## src/rtl/ccs_cfg.svh

```systemverilog
// offsets, field positions, reset values and counts of the clock source control
`ifndef CCS_CFG_SVH
`define CCS_CFG_SVH

// ----------------------------------------------------------------------------
// clock
// ----------------------------------------------------------------------------
`define CCS_CLK_PERIOD_NS 20

// ----------------------------------------------------------------------------
// register map (byte addresses)
// ----------------------------------------------------------------------------
`define CCS_AXI_AW 5
`define CCS_OFF_MODE 5'h00
`define CCS_OFF_STOP 5'h04
`define CCS_OFF_RC 5'h08
`define CCS_OFF_STAT 5'h0c

// ----------------------------------------------------------------------------
// fields and reset values
// ----------------------------------------------------------------------------
`define CCS_MODE_DIV 3:2
`define CCS_MODE_SRC 1:0
`define CCS_MODE_RST 4'hc
`define CCS_STOP_RST 3'h0
`define CCS_STOP_RING 0
`define CCS_STOP_MAIN 1
`define CCS_STOP_SUB 2
`define CCS_SRC_BAD 2'h3

// ----------------------------------------------------------------------------
// synchroniser lanes and counts
// ----------------------------------------------------------------------------
`define CCS_NUM_LANE 4
`define CCS_LANE_RING 0
`define CCS_LANE_MAIN 1
`define CCS_LANE_D6 2
`define CCS_LANE_D7 3
`define CCS_INSTR_LAST 2'h2

// ----------------------------------------------------------------------------
// bus answers
// ----------------------------------------------------------------------------
`define CCS_RESP_OKAY 2'h0
`define CCS_RESP_SLVERR 2'h2
`define CCS_RESP_DECERR 2'h3

`endif

```

## src/rtl/ccs_pkg.sv

```systemverilog
// types of the clock source control
`default_nettype none
package ccs_pkg;

  typedef enum logic [1:0] {
    ccs_src_ring = 2'h0,
    ccs_src_main = 2'h1,
    ccs_src_sub = 2'h2
  } ccs_src_type;

  typedef enum logic [1:0] {
    ccs_div_1 = 2'h0,
    ccs_div_2 = 2'h1,
    ccs_div_4 = 2'h2,
    ccs_div_8 = 2'h3
  } ccs_div_type;

endpackage : ccs_pkg

`default_nettype wire

```

## src/rtl/ccs_osc_if.sv

```systemverilog
// oscillator lanes between the pins and the clock core
`timescale 1ns/1ns
`default_nettype none
`include "ccs_cfg.svh"

interface ccs_osc_if;
  logic [`CCS_NUM_LANE-1:0] raw;
  logic [`CCS_NUM_LANE-1:0] lvl;
  logic [`CCS_NUM_LANE-1:0] tick;

  modport sync_mp(input raw, output lvl, output tick);
  modport core_mp(output raw, input lvl, input tick);
endinterface : ccs_osc_if

`default_nettype wire

```

## src/rtl/ccs_clock_ctrl.sv

```systemverilog
// clock source selection, divider, stop control and sub-clock pin sharing
`timescale 1ns/1ns
`default_nettype none
`include "ccs_cfg.svh"

// Notes on behaviour
// - reset runs system clock from ring oscillator
// - reset leaves main clock in ceramic mode
// - rc select: ceramic off, rc on
// - rc select latched once, undone only by reset
// - sub stop bit frees pins for port
// - system and instruction clock from divider
// - sub-clock pins double as port bits
// - mode upper bits pick divide ratio
// - mode lower bits pick source, 11 refused
// - selected oscillator unstoppable, stopped unselectable
// - stop register: one bit per oscillator

module ccs_clock_ctrl
  import ccs_pkg::*;
(
  input wire logic mclk_in,
  input wire logic resetn_in,
  input wire logic [`CCS_AXI_AW-1:0] s_axi_awaddr_in,
  input wire logic s_axi_awvalid_in,
  output logic s_axi_awready_out,
  input wire logic [31:0] s_axi_wdata_in,
  input wire logic [3:0] s_axi_wstrb_in,
  input wire logic s_axi_wvalid_in,
  output logic s_axi_wready_out,
  output logic [1:0] s_axi_bresp_out,
  output logic s_axi_bvalid_out,
  input wire logic s_axi_bready_in,
  input wire logic [`CCS_AXI_AW-1:0] s_axi_araddr_in,
  input wire logic s_axi_arvalid_in,
  output logic s_axi_arready_out,
  output logic [31:0] s_axi_rdata_out,
  output logic [1:0] s_axi_rresp_out,
  output logic s_axi_rvalid_out,
  input wire logic s_axi_rready_in,
  input wire logic ring_osc_in,
  input wire logic main_osc_input_in,
  output logic ceramic_enable_out,
  output logic rc_enable_out,
  output logic ring_osc_stop_out,
  output logic main_osc_stop_out,
  output logic sub_osc_stop_out,
  input wire logic port_d_bit_six_in,
  output logic port_d_bit_six_out,
  output logic port_d_bit_six_oe_out,
  input wire logic port_d_bit_seven_in,
  output logic port_d_bit_seven_out,
  output logic port_d_bit_seven_oe_out,
  input wire logic [1:0] port_d_data_in,
  input wire logic [1:0] port_d_dir_in,
  output logic [1:0] port_d_read_out,
  output logic sys_clk_en_out,
  output logic instr_clk_en_out,
  output logic [1:0] active_src_out
);

  // ----------------------------------------------------------------------------
  // oscillator lanes
  // ----------------------------------------------------------------------------
  ccs_osc_if osc_lanes();

  assign osc_lanes.raw = {port_d_bit_seven_in, port_d_bit_six_in, main_osc_input_in, ring_osc_in};

  ccs_osc_sync u_sync (
    .mclk_in(mclk_in),
    .resetn_in(resetn_in),
    .osc(osc_lanes)
  );

  // ----------------------------------------------------------------------------
  // state
  // ----------------------------------------------------------------------------
  logic [3:0] mode_q;
  logic [2:0] stop_q;
  logic rc_mode_q;
  ccs_src_type active_src_q;
  ccs_div_type active_div_q;
  logic [2:0] div_cnt_q;
  logic [1:0] instr_cnt_q;
  logic sys_en_q;
  logic instr_en_q;
  logic aw_held_q;
  logic w_held_q;
  logic [`CCS_AXI_AW-1:0] awaddr_q;
  logic [31:0] wdata_q;
  logic [3:0] wstrb_q;
  logic bvalid_q;
  logic [1:0] bresp_q;
  logic rvalid_q;
  logic [31:0] rdata_q;
  logic [1:0] rresp_q;
  logic pin6_out_q;
  logic pin6_oe_q;
  logic pin7_out_q;
  logic pin7_oe_q;
  logic [1:0] port_read_q;

  logic do_write;
  logic mode_wr_ok;
  logic stop_wr_ok;
  logic rc_wr;
  logic [1:0] wr_resp;
  logic sel_tick;
  logic [2:0] div_mask;
  logic sys_tick;
  logic instr_tick;

  function automatic logic src_stopped(input logic [1:0] src, input logic [2:0] stop);
    src_stopped = (src == `CCS_SRC_BAD) ? 1'b1 : stop[src];
  endfunction : src_stopped

  // ----------------------------------------------------------------------------
  // write channel
  // ----------------------------------------------------------------------------
  assign s_axi_awready_out = !aw_held_q && !bvalid_q;
  assign s_axi_wready_out = !w_held_q && !bvalid_q;
  assign do_write = aw_held_q && w_held_q && !bvalid_q;

  always_ff @(posedge mclk_in) begin
    if (!resetn_in) begin
      aw_held_q <= 1'b0;
      awaddr_q <= '0;
    end else if (s_axi_awvalid_in && s_axi_awready_out) begin
      aw_held_q <= 1'b1;
      awaddr_q <= s_axi_awaddr_in;
    end else if (do_write) begin
      aw_held_q <= 1'b0;
    end
  end

  always_ff @(posedge mclk_in) begin
    if (!resetn_in) begin
      w_held_q <= 1'b0;
      wdata_q <= '0;
      wstrb_q <= '0;
    end else if (s_axi_wvalid_in && s_axi_wready_out) begin
      w_held_q <= 1'b1;
      wdata_q <= s_axi_wdata_in;
      wstrb_q <= s_axi_wstrb_in;
    end else if (do_write) begin
      w_held_q <= 1'b0;
    end
  end

  // all fields sit in byte lane 0; a write without it changes nothing
  always_comb begin
    mode_wr_ok = 1'b0;
    stop_wr_ok = 1'b0;
    rc_wr = 1'b0;
    wr_resp = `CCS_RESP_OKAY;
    if (do_write) begin
      unique case (awaddr_q)
        `CCS_OFF_MODE: begin
          if (src_stopped(wdata_q[`CCS_MODE_SRC], stop_q)) begin
            wr_resp = `CCS_RESP_SLVERR;
          end else begin
            mode_wr_ok = wstrb_q[0];
          end
        end
        `CCS_OFF_STOP: begin
          // pending or running source cannot stop
          if (wdata_q[mode_q[`CCS_MODE_SRC]] || wdata_q[active_src_q]) begin
            wr_resp = `CCS_RESP_SLVERR;
          end else begin
            stop_wr_ok = wstrb_q[0];
          end
        end
        `CCS_OFF_RC: begin
          rc_wr = wstrb_q[0];
        end
        `CCS_OFF_STAT: begin
          wr_resp = `CCS_RESP_SLVERR;
        end
        default: begin
          wr_resp = `CCS_RESP_DECERR;
        end
      endcase
    end
  end

  always_ff @(posedge mclk_in) begin
    if (!resetn_in) begin
      bvalid_q <= 1'b0;
      bresp_q <= `CCS_RESP_OKAY;
    end else if (do_write) begin
      bvalid_q <= 1'b1;
      bresp_q <= wr_resp;
    end else if (s_axi_bready_in) begin
      bvalid_q <= 1'b0;
    end
  end

  assign s_axi_bvalid_out = bvalid_q;
  assign s_axi_bresp_out = bresp_q;

  // ----------------------------------------------------------------------------
  // control registers
  // ----------------------------------------------------------------------------
  // mode register reset and update
  always_ff @(posedge mclk_in) begin
    if (!resetn_in) begin
      mode_q <= `CCS_MODE_RST;
    end else if (mode_wr_ok) begin
      mode_q <= wdata_q[3:0];
    end
  end

  always_ff @(posedge mclk_in) begin
    if (!resetn_in) begin
      stop_q <= `CCS_STOP_RST;
    end else if (stop_wr_ok) begin
      stop_q <= wdata_q[2:0];
    end
  end

  always_ff @(posedge mclk_in) begin
    if (!resetn_in) begin
      rc_mode_q <= 1'b0;
    end else if (rc_wr) begin
      rc_mode_q <= 1'b1;
    end
  end

  assign ceramic_enable_out = !rc_mode_q && !stop_q[`CCS_STOP_MAIN];
  assign rc_enable_out = rc_mode_q && !stop_q[`CCS_STOP_MAIN];
  assign ring_osc_stop_out = stop_q[`CCS_STOP_RING];
  assign main_osc_stop_out = stop_q[`CCS_STOP_MAIN];
  assign sub_osc_stop_out = stop_q[`CCS_STOP_SUB];

  // ----------------------------------------------------------------------------
  // multiplexer and divider
  // ----------------------------------------------------------------------------
  // a stopped oscillator gives no ticks even if its pin still toggles
  always_comb begin
    unique case (active_src_q)
      ccs_src_ring: sel_tick = osc_lanes.tick[`CCS_LANE_RING] && !stop_q[`CCS_STOP_RING];
      ccs_src_main: sel_tick = osc_lanes.tick[`CCS_LANE_MAIN] && !stop_q[`CCS_STOP_MAIN];
      ccs_src_sub: sel_tick = osc_lanes.tick[`CCS_LANE_D6] && !stop_q[`CCS_STOP_SUB];
      default: sel_tick = 1'b0;
    endcase
  end

  always_comb begin
    unique case (active_div_q)
      ccs_div_1: div_mask = 3'h0;
      ccs_div_2: div_mask = 3'h1;
      ccs_div_4: div_mask = 3'h3;
      ccs_div_8: div_mask = 3'h7;
    endcase
  end

  // system tick from selected source through divider
  assign sys_tick = sel_tick && ((div_cnt_q & div_mask) == div_mask);
  assign instr_tick = sys_tick && (instr_cnt_q == `CCS_INSTR_LAST);

  always_ff @(posedge mclk_in) begin
    if (!resetn_in) begin
      div_cnt_q <= 3'h0;
    end else if (sys_tick) begin
      div_cnt_q <= 3'h0;
    end else if (sel_tick) begin
      div_cnt_q <= div_cnt_q + 3'h1;
    end
  end

  // new source and ratio only at a period end
  always_ff @(posedge mclk_in) begin
    if (!resetn_in) begin
      active_src_q <= ccs_src_ring;
      active_div_q <= ccs_div_8;
    end else if (sys_tick) begin
      active_src_q <= ccs_src_type'(mode_q[`CCS_MODE_SRC]);
      active_div_q <= ccs_div_type'(mode_q[`CCS_MODE_DIV]);
    end
  end

  always_ff @(posedge mclk_in) begin
    if (!resetn_in) begin
      instr_cnt_q <= 2'h0;
    end else if (instr_tick) begin
      instr_cnt_q <= 2'h0;
    end else if (sys_tick) begin
      instr_cnt_q <= instr_cnt_q + 2'h1;
    end
  end

  always_ff @(posedge mclk_in) begin
    if (!resetn_in) begin
      sys_en_q <= 1'b0;
      instr_en_q <= 1'b0;
    end else begin
      sys_en_q <= sys_tick;
      instr_en_q <= instr_tick;
    end
  end

  assign sys_clk_en_out = sys_en_q;
  assign instr_clk_en_out = instr_en_q;
  assign active_src_out = active_src_q;

  // ----------------------------------------------------------------------------
  // sub-clock pins shared with port bits
  // ----------------------------------------------------------------------------
  // stop bit hands pins to port
  // pin function follows sub stop bit
  always_ff @(posedge mclk_in) begin
    if (!resetn_in) begin
      pin6_out_q <= 1'b0;
      pin6_oe_q <= 1'b0;
      pin7_out_q <= 1'b0;
      pin7_oe_q <= 1'b0;
      port_read_q <= 2'h0;
    end else begin
      pin6_out_q <= port_d_data_in[0];
      pin6_oe_q <= stop_q[`CCS_STOP_SUB] && port_d_dir_in[0];
      pin7_out_q <= port_d_data_in[1];
      pin7_oe_q <= stop_q[`CCS_STOP_SUB] && port_d_dir_in[1];
      port_read_q <= stop_q[`CCS_STOP_SUB] ?
        {osc_lanes.lvl[`CCS_LANE_D7], osc_lanes.lvl[`CCS_LANE_D6]} : 2'h0;
    end
  end

  assign port_d_bit_six_out = pin6_out_q;
  assign port_d_bit_six_oe_out = pin6_oe_q;
  assign port_d_bit_seven_out = pin7_out_q;
  assign port_d_bit_seven_oe_out = pin7_oe_q;
  assign port_d_read_out = port_read_q;

  // ----------------------------------------------------------------------------
  // read channel
  // ----------------------------------------------------------------------------
  assign s_axi_arready_out = !rvalid_q;

  // stop register is write-only and reads as zero
  always_ff @(posedge mclk_in) begin
    if (!resetn_in) begin
      rvalid_q <= 1'b0;
      rdata_q <= '0;
      rresp_q <= `CCS_RESP_OKAY;
    end else if (s_axi_arvalid_in && s_axi_arready_out) begin
      rvalid_q <= 1'b1;
      rresp_q <= `CCS_RESP_OKAY;
      unique case (s_axi_araddr_in)
        `CCS_OFF_MODE: rdata_q <= {28'h0, mode_q};
        `CCS_OFF_STOP: rdata_q <= 32'h0;
        `CCS_OFF_RC: rdata_q <= 32'h0;
        `CCS_OFF_STAT: rdata_q <= {26'h0, stop_q[`CCS_STOP_SUB], rc_mode_q,
                                   active_div_q, active_src_q};
        default: begin
          rdata_q <= 32'h0;
          rresp_q <= `CCS_RESP_DECERR;
        end
      endcase
    end else if (s_axi_rready_in) begin
      rvalid_q <= 1'b0;
    end
  end

  assign s_axi_rvalid_out = rvalid_q;
  assign s_axi_rdata_out = rdata_q;
  assign s_axi_rresp_out = rresp_q;

  // ----------------------------------------------------------------------------
  // assertions
  // ----------------------------------------------------------------------------
  a_reset_state: assert property (@(posedge mclk_in) !resetn_in |=>
    active_src_q == ccs_src_ring && !rc_mode_q && stop_q == 3'h0 && mode_q == 4'hc)
    else $error("state after reset wrong");

  a_rc_latch: assert property (@(posedge mclk_in) disable iff (!resetn_in)
    rc_mode_q |=> rc_mode_q && !ceramic_enable_out)
    else $error("rc latch undone");

  a_rc_select: assert property (@(posedge mclk_in) disable iff (!resetn_in)
    (do_write && awaddr_q == 5'h08 && wstrb_q[0] && !stop_q[1]) |=>
    rc_enable_out && !ceramic_enable_out)
    else $error("rc select without effect");

  a_ceramic_default: assert property (@(posedge mclk_in) !resetn_in |=>
    ceramic_enable_out && !rc_enable_out)
    else $error("ceramic path not active");

  a_src_legal: assert property (@(posedge mclk_in) disable iff (!resetn_in)
    active_src_q != 2'h3 && mode_q[1:0] != 2'h3)
    else $error("illegal source code");

  a_src_refused: assert property (@(posedge mclk_in) disable iff (!resetn_in)
    (do_write && awaddr_q == 5'h00 && wdata_q[1:0] == 2'h3) |=>
    s_axi_bvalid_out && s_axi_bresp_out == 2'h2 && $stable(mode_q))
    else $error("code 11 accepted");

  a_no_stop_sel: assert property (@(posedge mclk_in) disable iff (!resetn_in)
    !stop_q[active_src_q] && !stop_q[mode_q[1:0]])
    else $error("selected oscillator stopped");

  a_switch_edge: assert property (@(posedge mclk_in) disable iff (!resetn_in)
    ($changed(active_src_q) || $changed(active_div_q)) |-> $past(sys_tick))
    else $error("switch inside a period");

  a_div_period: assert property (@(posedge mclk_in) disable iff (!resetn_in)
    sys_tick |-> div_cnt_q == ((3'h1 << active_div_q) - 3'h1))
    else $error("divider ratio wrong");

  a_instr_sys: assert property (@(posedge mclk_in) disable iff (!resetn_in)
    instr_clk_en_out |-> sys_clk_en_out && $past(instr_cnt_q, 1) == 2'h2)
    else $error("instruction tick off system tick");

  a_sub_pins: assert property (@(posedge mclk_in) disable iff (!resetn_in)
    !stop_q[2] ##1 !stop_q[2] |-> !port_d_bit_six_oe_out && !port_d_bit_seven_oe_out &&
    port_d_read_out == 2'h0)
    else $error("pins driven in oscillator mode");

  a_port_handover: assert property (@(posedge mclk_in) disable iff (!resetn_in)
    (stop_q[2] && port_d_dir_in == 2'h3) |=> port_d_bit_six_oe_out && port_d_bit_seven_oe_out)
    else $error("port not handed over");

  c_rc_switch: cover property (@(posedge mclk_in) disable iff (!resetn_in) $rose(rc_mode_q));
  c_to_main: cover property (@(posedge mclk_in) disable iff (!resetn_in)
    active_src_q == ccs_src_main && sys_clk_en_out);
  c_port_mode: cover property (@(posedge mclk_in) disable iff (!resetn_in)
    $rose(port_d_bit_six_oe_out));
  c_refused: cover property (@(posedge mclk_in) disable iff (!resetn_in)
    s_axi_bvalid_out && s_axi_bresp_out == 2'h2);

endmodule : ccs_clock_ctrl

`default_nettype wire

```

## src/rtl/ccs_osc_sync.sv

```systemverilog
// two-flop synchronisers and rising-edge ticks for oscillator and pin lanes
`timescale 1ns/1ns
`default_nettype none
`include "ccs_cfg.svh"

module ccs_osc_sync
  import ccs_pkg::*;
(
  input wire logic mclk_in,
  input wire logic resetn_in,
  ccs_osc_if.sync_mp osc
);

  logic [`CCS_NUM_LANE-1:0] meta_q;
  logic [`CCS_NUM_LANE-1:0] sync_q;
  logic [`CCS_NUM_LANE-1:0] prev_q;

  // ----------------------------------------------------------------------------
  // synchronisers
  // ----------------------------------------------------------------------------
  // meta_q feeds sync_q only; the edge detector looks at sync_q and prev_q
  always_ff @(posedge mclk_in) begin
    if (!resetn_in) begin
      meta_q <= '0;
      sync_q <= '0;
      prev_q <= '0;
    end else begin
      meta_q <= osc.raw;
      sync_q <= meta_q;
      prev_q <= sync_q;
    end
  end

  // raw oscillators must stay below a quarter of mclk to be seen
  assign osc.lvl = sync_q;
  assign osc.tick = sync_q & ~prev_q;

endmodule : ccs_osc_sync

`default_nettype wire

```

## config.mk

```make
export PLATFORM = sky130hd
export DESIGN_NAME = ccs_clock_ctrl
export DESIGN_NICKNAME = d
export VERILOG_FILES = /design/src/rtl/ccs_pkg.sv /design/src/rtl/ccs_osc_if.sv /design/src/rtl/ccs_clock_ctrl.sv /design/src/rtl/ccs_osc_sync.sv
export VERILOG_INCLUDE_DIRS = /design/src /design/src/rtl
export SDC_FILE = /design/constraint.sdc
export NUM_CORES = 1
export LEC_CHECK = 0
export BUFFER_PORTS_ARGS = -buffer_cell sky130_fd_sc_hd__buf_2
export CAP_MARGIN = 20
export CORE_MARGIN = 8
export CORE_UTILIZATION = 50
export CTS_CLUSTER_SIZE = 16
export DETAILED_ROUTE_END_ITERATION = 8
export GPL_ROUTABILITY_DRIVEN = 0
export HOLD_SLACK_MARGIN = 0.05
export PLACE_DENSITY = 0.88
export SLEW_MARGIN = 20
export SYNTH_ARGS = -nofsm -noshare
export SYNTH_HDL_FRONTEND = slang
export SYNTH_SLANG_ARGS = --single-unit
```

## constraint.sdc

```tcl
create_clock -name mclk_in -period 4.32 [get_ports mclk_in]
set_input_delay 0.864 -clock mclk_in [delete_from_list [all_inputs] [get_ports mclk_in]]
set_output_delay 0.864 -clock mclk_in [all_outputs]
set_load 0.1 [all_outputs]
```

==> metrics.txt <==
pwr/cell area=433 nW/um^2; Starting Density=52.3%; DRT iter0 DRCs=69; vias=approximately 2000; share of cells above drive strength 1=23.1%; status=finished clean; Rows=25; port bufs=59; max_cap viols=0; EDFF count, synth=0; Skew-Pair Late Insertion Delay=0.32 ns; Max Buffers Root-to-Sink=2; maximum vdd drop=262 uV; Pins Over Slew Limit=0; Pre-Repair DR Iteration Count=4; Yosys cell types=around 40; switching part of the total=33.9%; Max transition margin=between 30% and 40%; final net count=approximately 400; Comb power frac=20.6%; post-synthesis simple-gate area fraction=23.2%; largest net degree at the start of global routing=41; Final Util=just over 60%; Clk pwr share=32.9%; CTS tree=done; CP peak stage delay=0.77 ns; non-filler cells in the finished layout=401; TNS Setup=0 ns; Net Sw Power=0.421 mW; Setup Buffers After CTS=0; largest family of logic cells by synthesized area=simple AND/OR/NAND/NOR gates; Yosys reg bits=59; total grt overflow=0; Seq pwr share=46.5%; HP Class=flip-flop to flip-flop; DR WL/cell=12.9 um; cell count after placement=386; TritonCTS buffer count=9; critical path's slowest cell=clkinv_1; die area=between 7000 and 8000 um^2; final wirelength=about 5200 um; Vias/cell=approximately 4.9; initial antenna violation count=0; final setup violating endpoints=0; Clock Root Buffer=clkbuf_8; TritonCTS Sinks=59; cts hold-fix bufs=0; most frequent cells in the layout=dfxtp_1, buf_2, nor2_1, conb_1, nand2_1; Final ANT Viol Nets=0; H-tree depth=3; Post-Syn Area=between 2000 and 2500 um^2; GRT Resource Usage Total=between 10% and 20%; crit path max fanout=40; Worst Setup End Kind=flip-flop; mux contribution to synthesized area=7.70%; xor and xnor area share after synthesis=0%; Worst setup SP type=input port; io pins=117; post-synthesis compound-gate area fraction=9.47%; clk slew on worst S/H paths=0.06 ns; Top delay family on crit path=buffers and inverters; post-synthesis async set-or-reset flop share=0%; Mapped Cells=~270; synthesized-area fraction occupied by adder cells=1.01%; Post-synth top flop=dfxtp_1; post-cts gate resize count=0; core area=roughly 4800 um^2; fmax=425 MHz; post-synthesis sequential area ratio=47.5%; Setup CP Type=input port to flip-flop; Die W=a little under 90 um; fin crit period=2.35 ns; Layout area overhead=15.5%; clk_skew=0.00938 ns; global-route wire length before repair=8580 um; dpl hpwl=3920 um; Synth Warn #=0; Fin. Hold Viols=0; unrepaired setup endpoints after global routing=no; ant diodes=0; Power Total=1.24 mW; post-synthesis average cell area=9.07 um^2; vias in the first global route=a little under 2000; worst-margin pin slew=0.917 ns; Worst Path Buf+Inv=2; static leakage power=1.33 nW; drt drc=0; Critical Path, Cell by Cell=buf_2, clkinv_1, o41ai_2; Chip Height=86.5 um; final worst path period share=54.4%; Worst EP arrival=around 2.6 ns; Internal=0.822 mW; Req. time, crit path=4.54 ns
per-stage QoR:
step | hold WS, ns | cell area, um^2 | setup WS [ns]
6_report | 0.430 | 2870 | 1.97
5_1_grt | 0.450 | 2870 | 1.72
4_1_cts | 0.433 | 2870 | 1.92
3_5_place_dp | 0.419 | 2710 | 1.58
3_3_place_gp | 0.414 | 2710 | 1.62
2_1_floorplan | 0.412 | 2580 | 1.29
path summary, 6_finish.rpt:
kind | slack, ns | from | endpoint | cells after the start
max | 1.97 | resetn_in | instr_cnt_q[1]$_SDFFE_PP0P_ | 3
min | 0.43 | u_sync.meta_q[1]$_SDFF_PN0_ | u_sync.osc.lvl[1]$_SDFF_PN0_ | 1
max reg2reg | 2.13 | active_src_out[0]$_SDFFE_PN0P_ | instr_cnt_q[0]$_SDFFE_PP0P_ | 5
min reg2reg | 0.43 | u_sync.meta_q[1]$_SDFF_PN0_ | u_sync.osc.lvl[1]$_SDFF_PN0_ | 1
layer usage:
layer / GRT usage, % / wire length (um) / vias up
met1: 14.9 / 2210 / 907
met5: 0 / 0 / -
met4: 6.42 / 72 / 0
met3: 6.43 / 467 / 7
li1: - / - / 988
met2: 24.7 / 2430 / 72
power groups by stage:
stage / Clock (mW) / Sequential, mW / Combinational (mW)
2_1_floorplan: 0 / 0.634 / 0.197
3_3_place_gp: 0 / 0.588 / 0.253
3_5_place_dp: 0 / 0.590 / 0.256
4_1_cts: 0.425 / 0.578 / 0.256
5_1_grt: 0.446 / 0.581 / 0.269
6_report: 0.409 / 0.578 / 0.256
state kept, by name (all words and copies together), names as in the netlist, 3 cells and up:
| signal | count |
|---|---|
| s_axi_rdata_out | 6 |
| awaddr_q | 5 |
| mode_q | 4 |
| u_sync.meta_q | 4 |
| u_sync.osc.lvl | 4 |
| wdata_q | 4 |
| div_cnt_q | 3 |
| stop_q | 3 |
| u_sync.prev_q | 3 |
area by class of cell:
type                    instances  area (um^2)
clock inverters                 3         15.0
clock buffers                  12          145
repair buffers                 59          295
inverters                       6         22.5
well taps                      67         83.8
flip-flops and latches         59         1180
multi-input cells             195         1130
fillers                       450         1890
synthesized netlist by cell type, types with 2 or more instances:
cell type  instances  share of area (%)
a211oi_1           2               0.60
a21oi_1            9                1.8
a221oi_1           4                1.4
a31oi_1            2               0.50
and2_1            18                4.5
and3_1             5                1.3
buf_4             27                8.2
clkbuf_1          11                1.7
dfxtp_1           59                 48
ha_1               2                1.0
inv_1              5               0.76
mux2i_1           18                7.3
nand2_1           21                3.2
nand2b_1           3               0.76
nand3_1            8                1.6
nor2_1            29                4.4
nor2b_1            8                2.0
nor3_1             8                1.6
o21ai_0           11                2.2
or3_1              2               0.50
or4bb_1            2               0.91
cells by family after synthesis:
group                      after synthesis
and+or+nand+nor                        112
muxes                                   19
AOI/OAI and AO/OA                       36
other                                    1
DFF                                     59
buffers and inverters                   45
adders and majority gates                2
(Power assumes the default switching activity.)
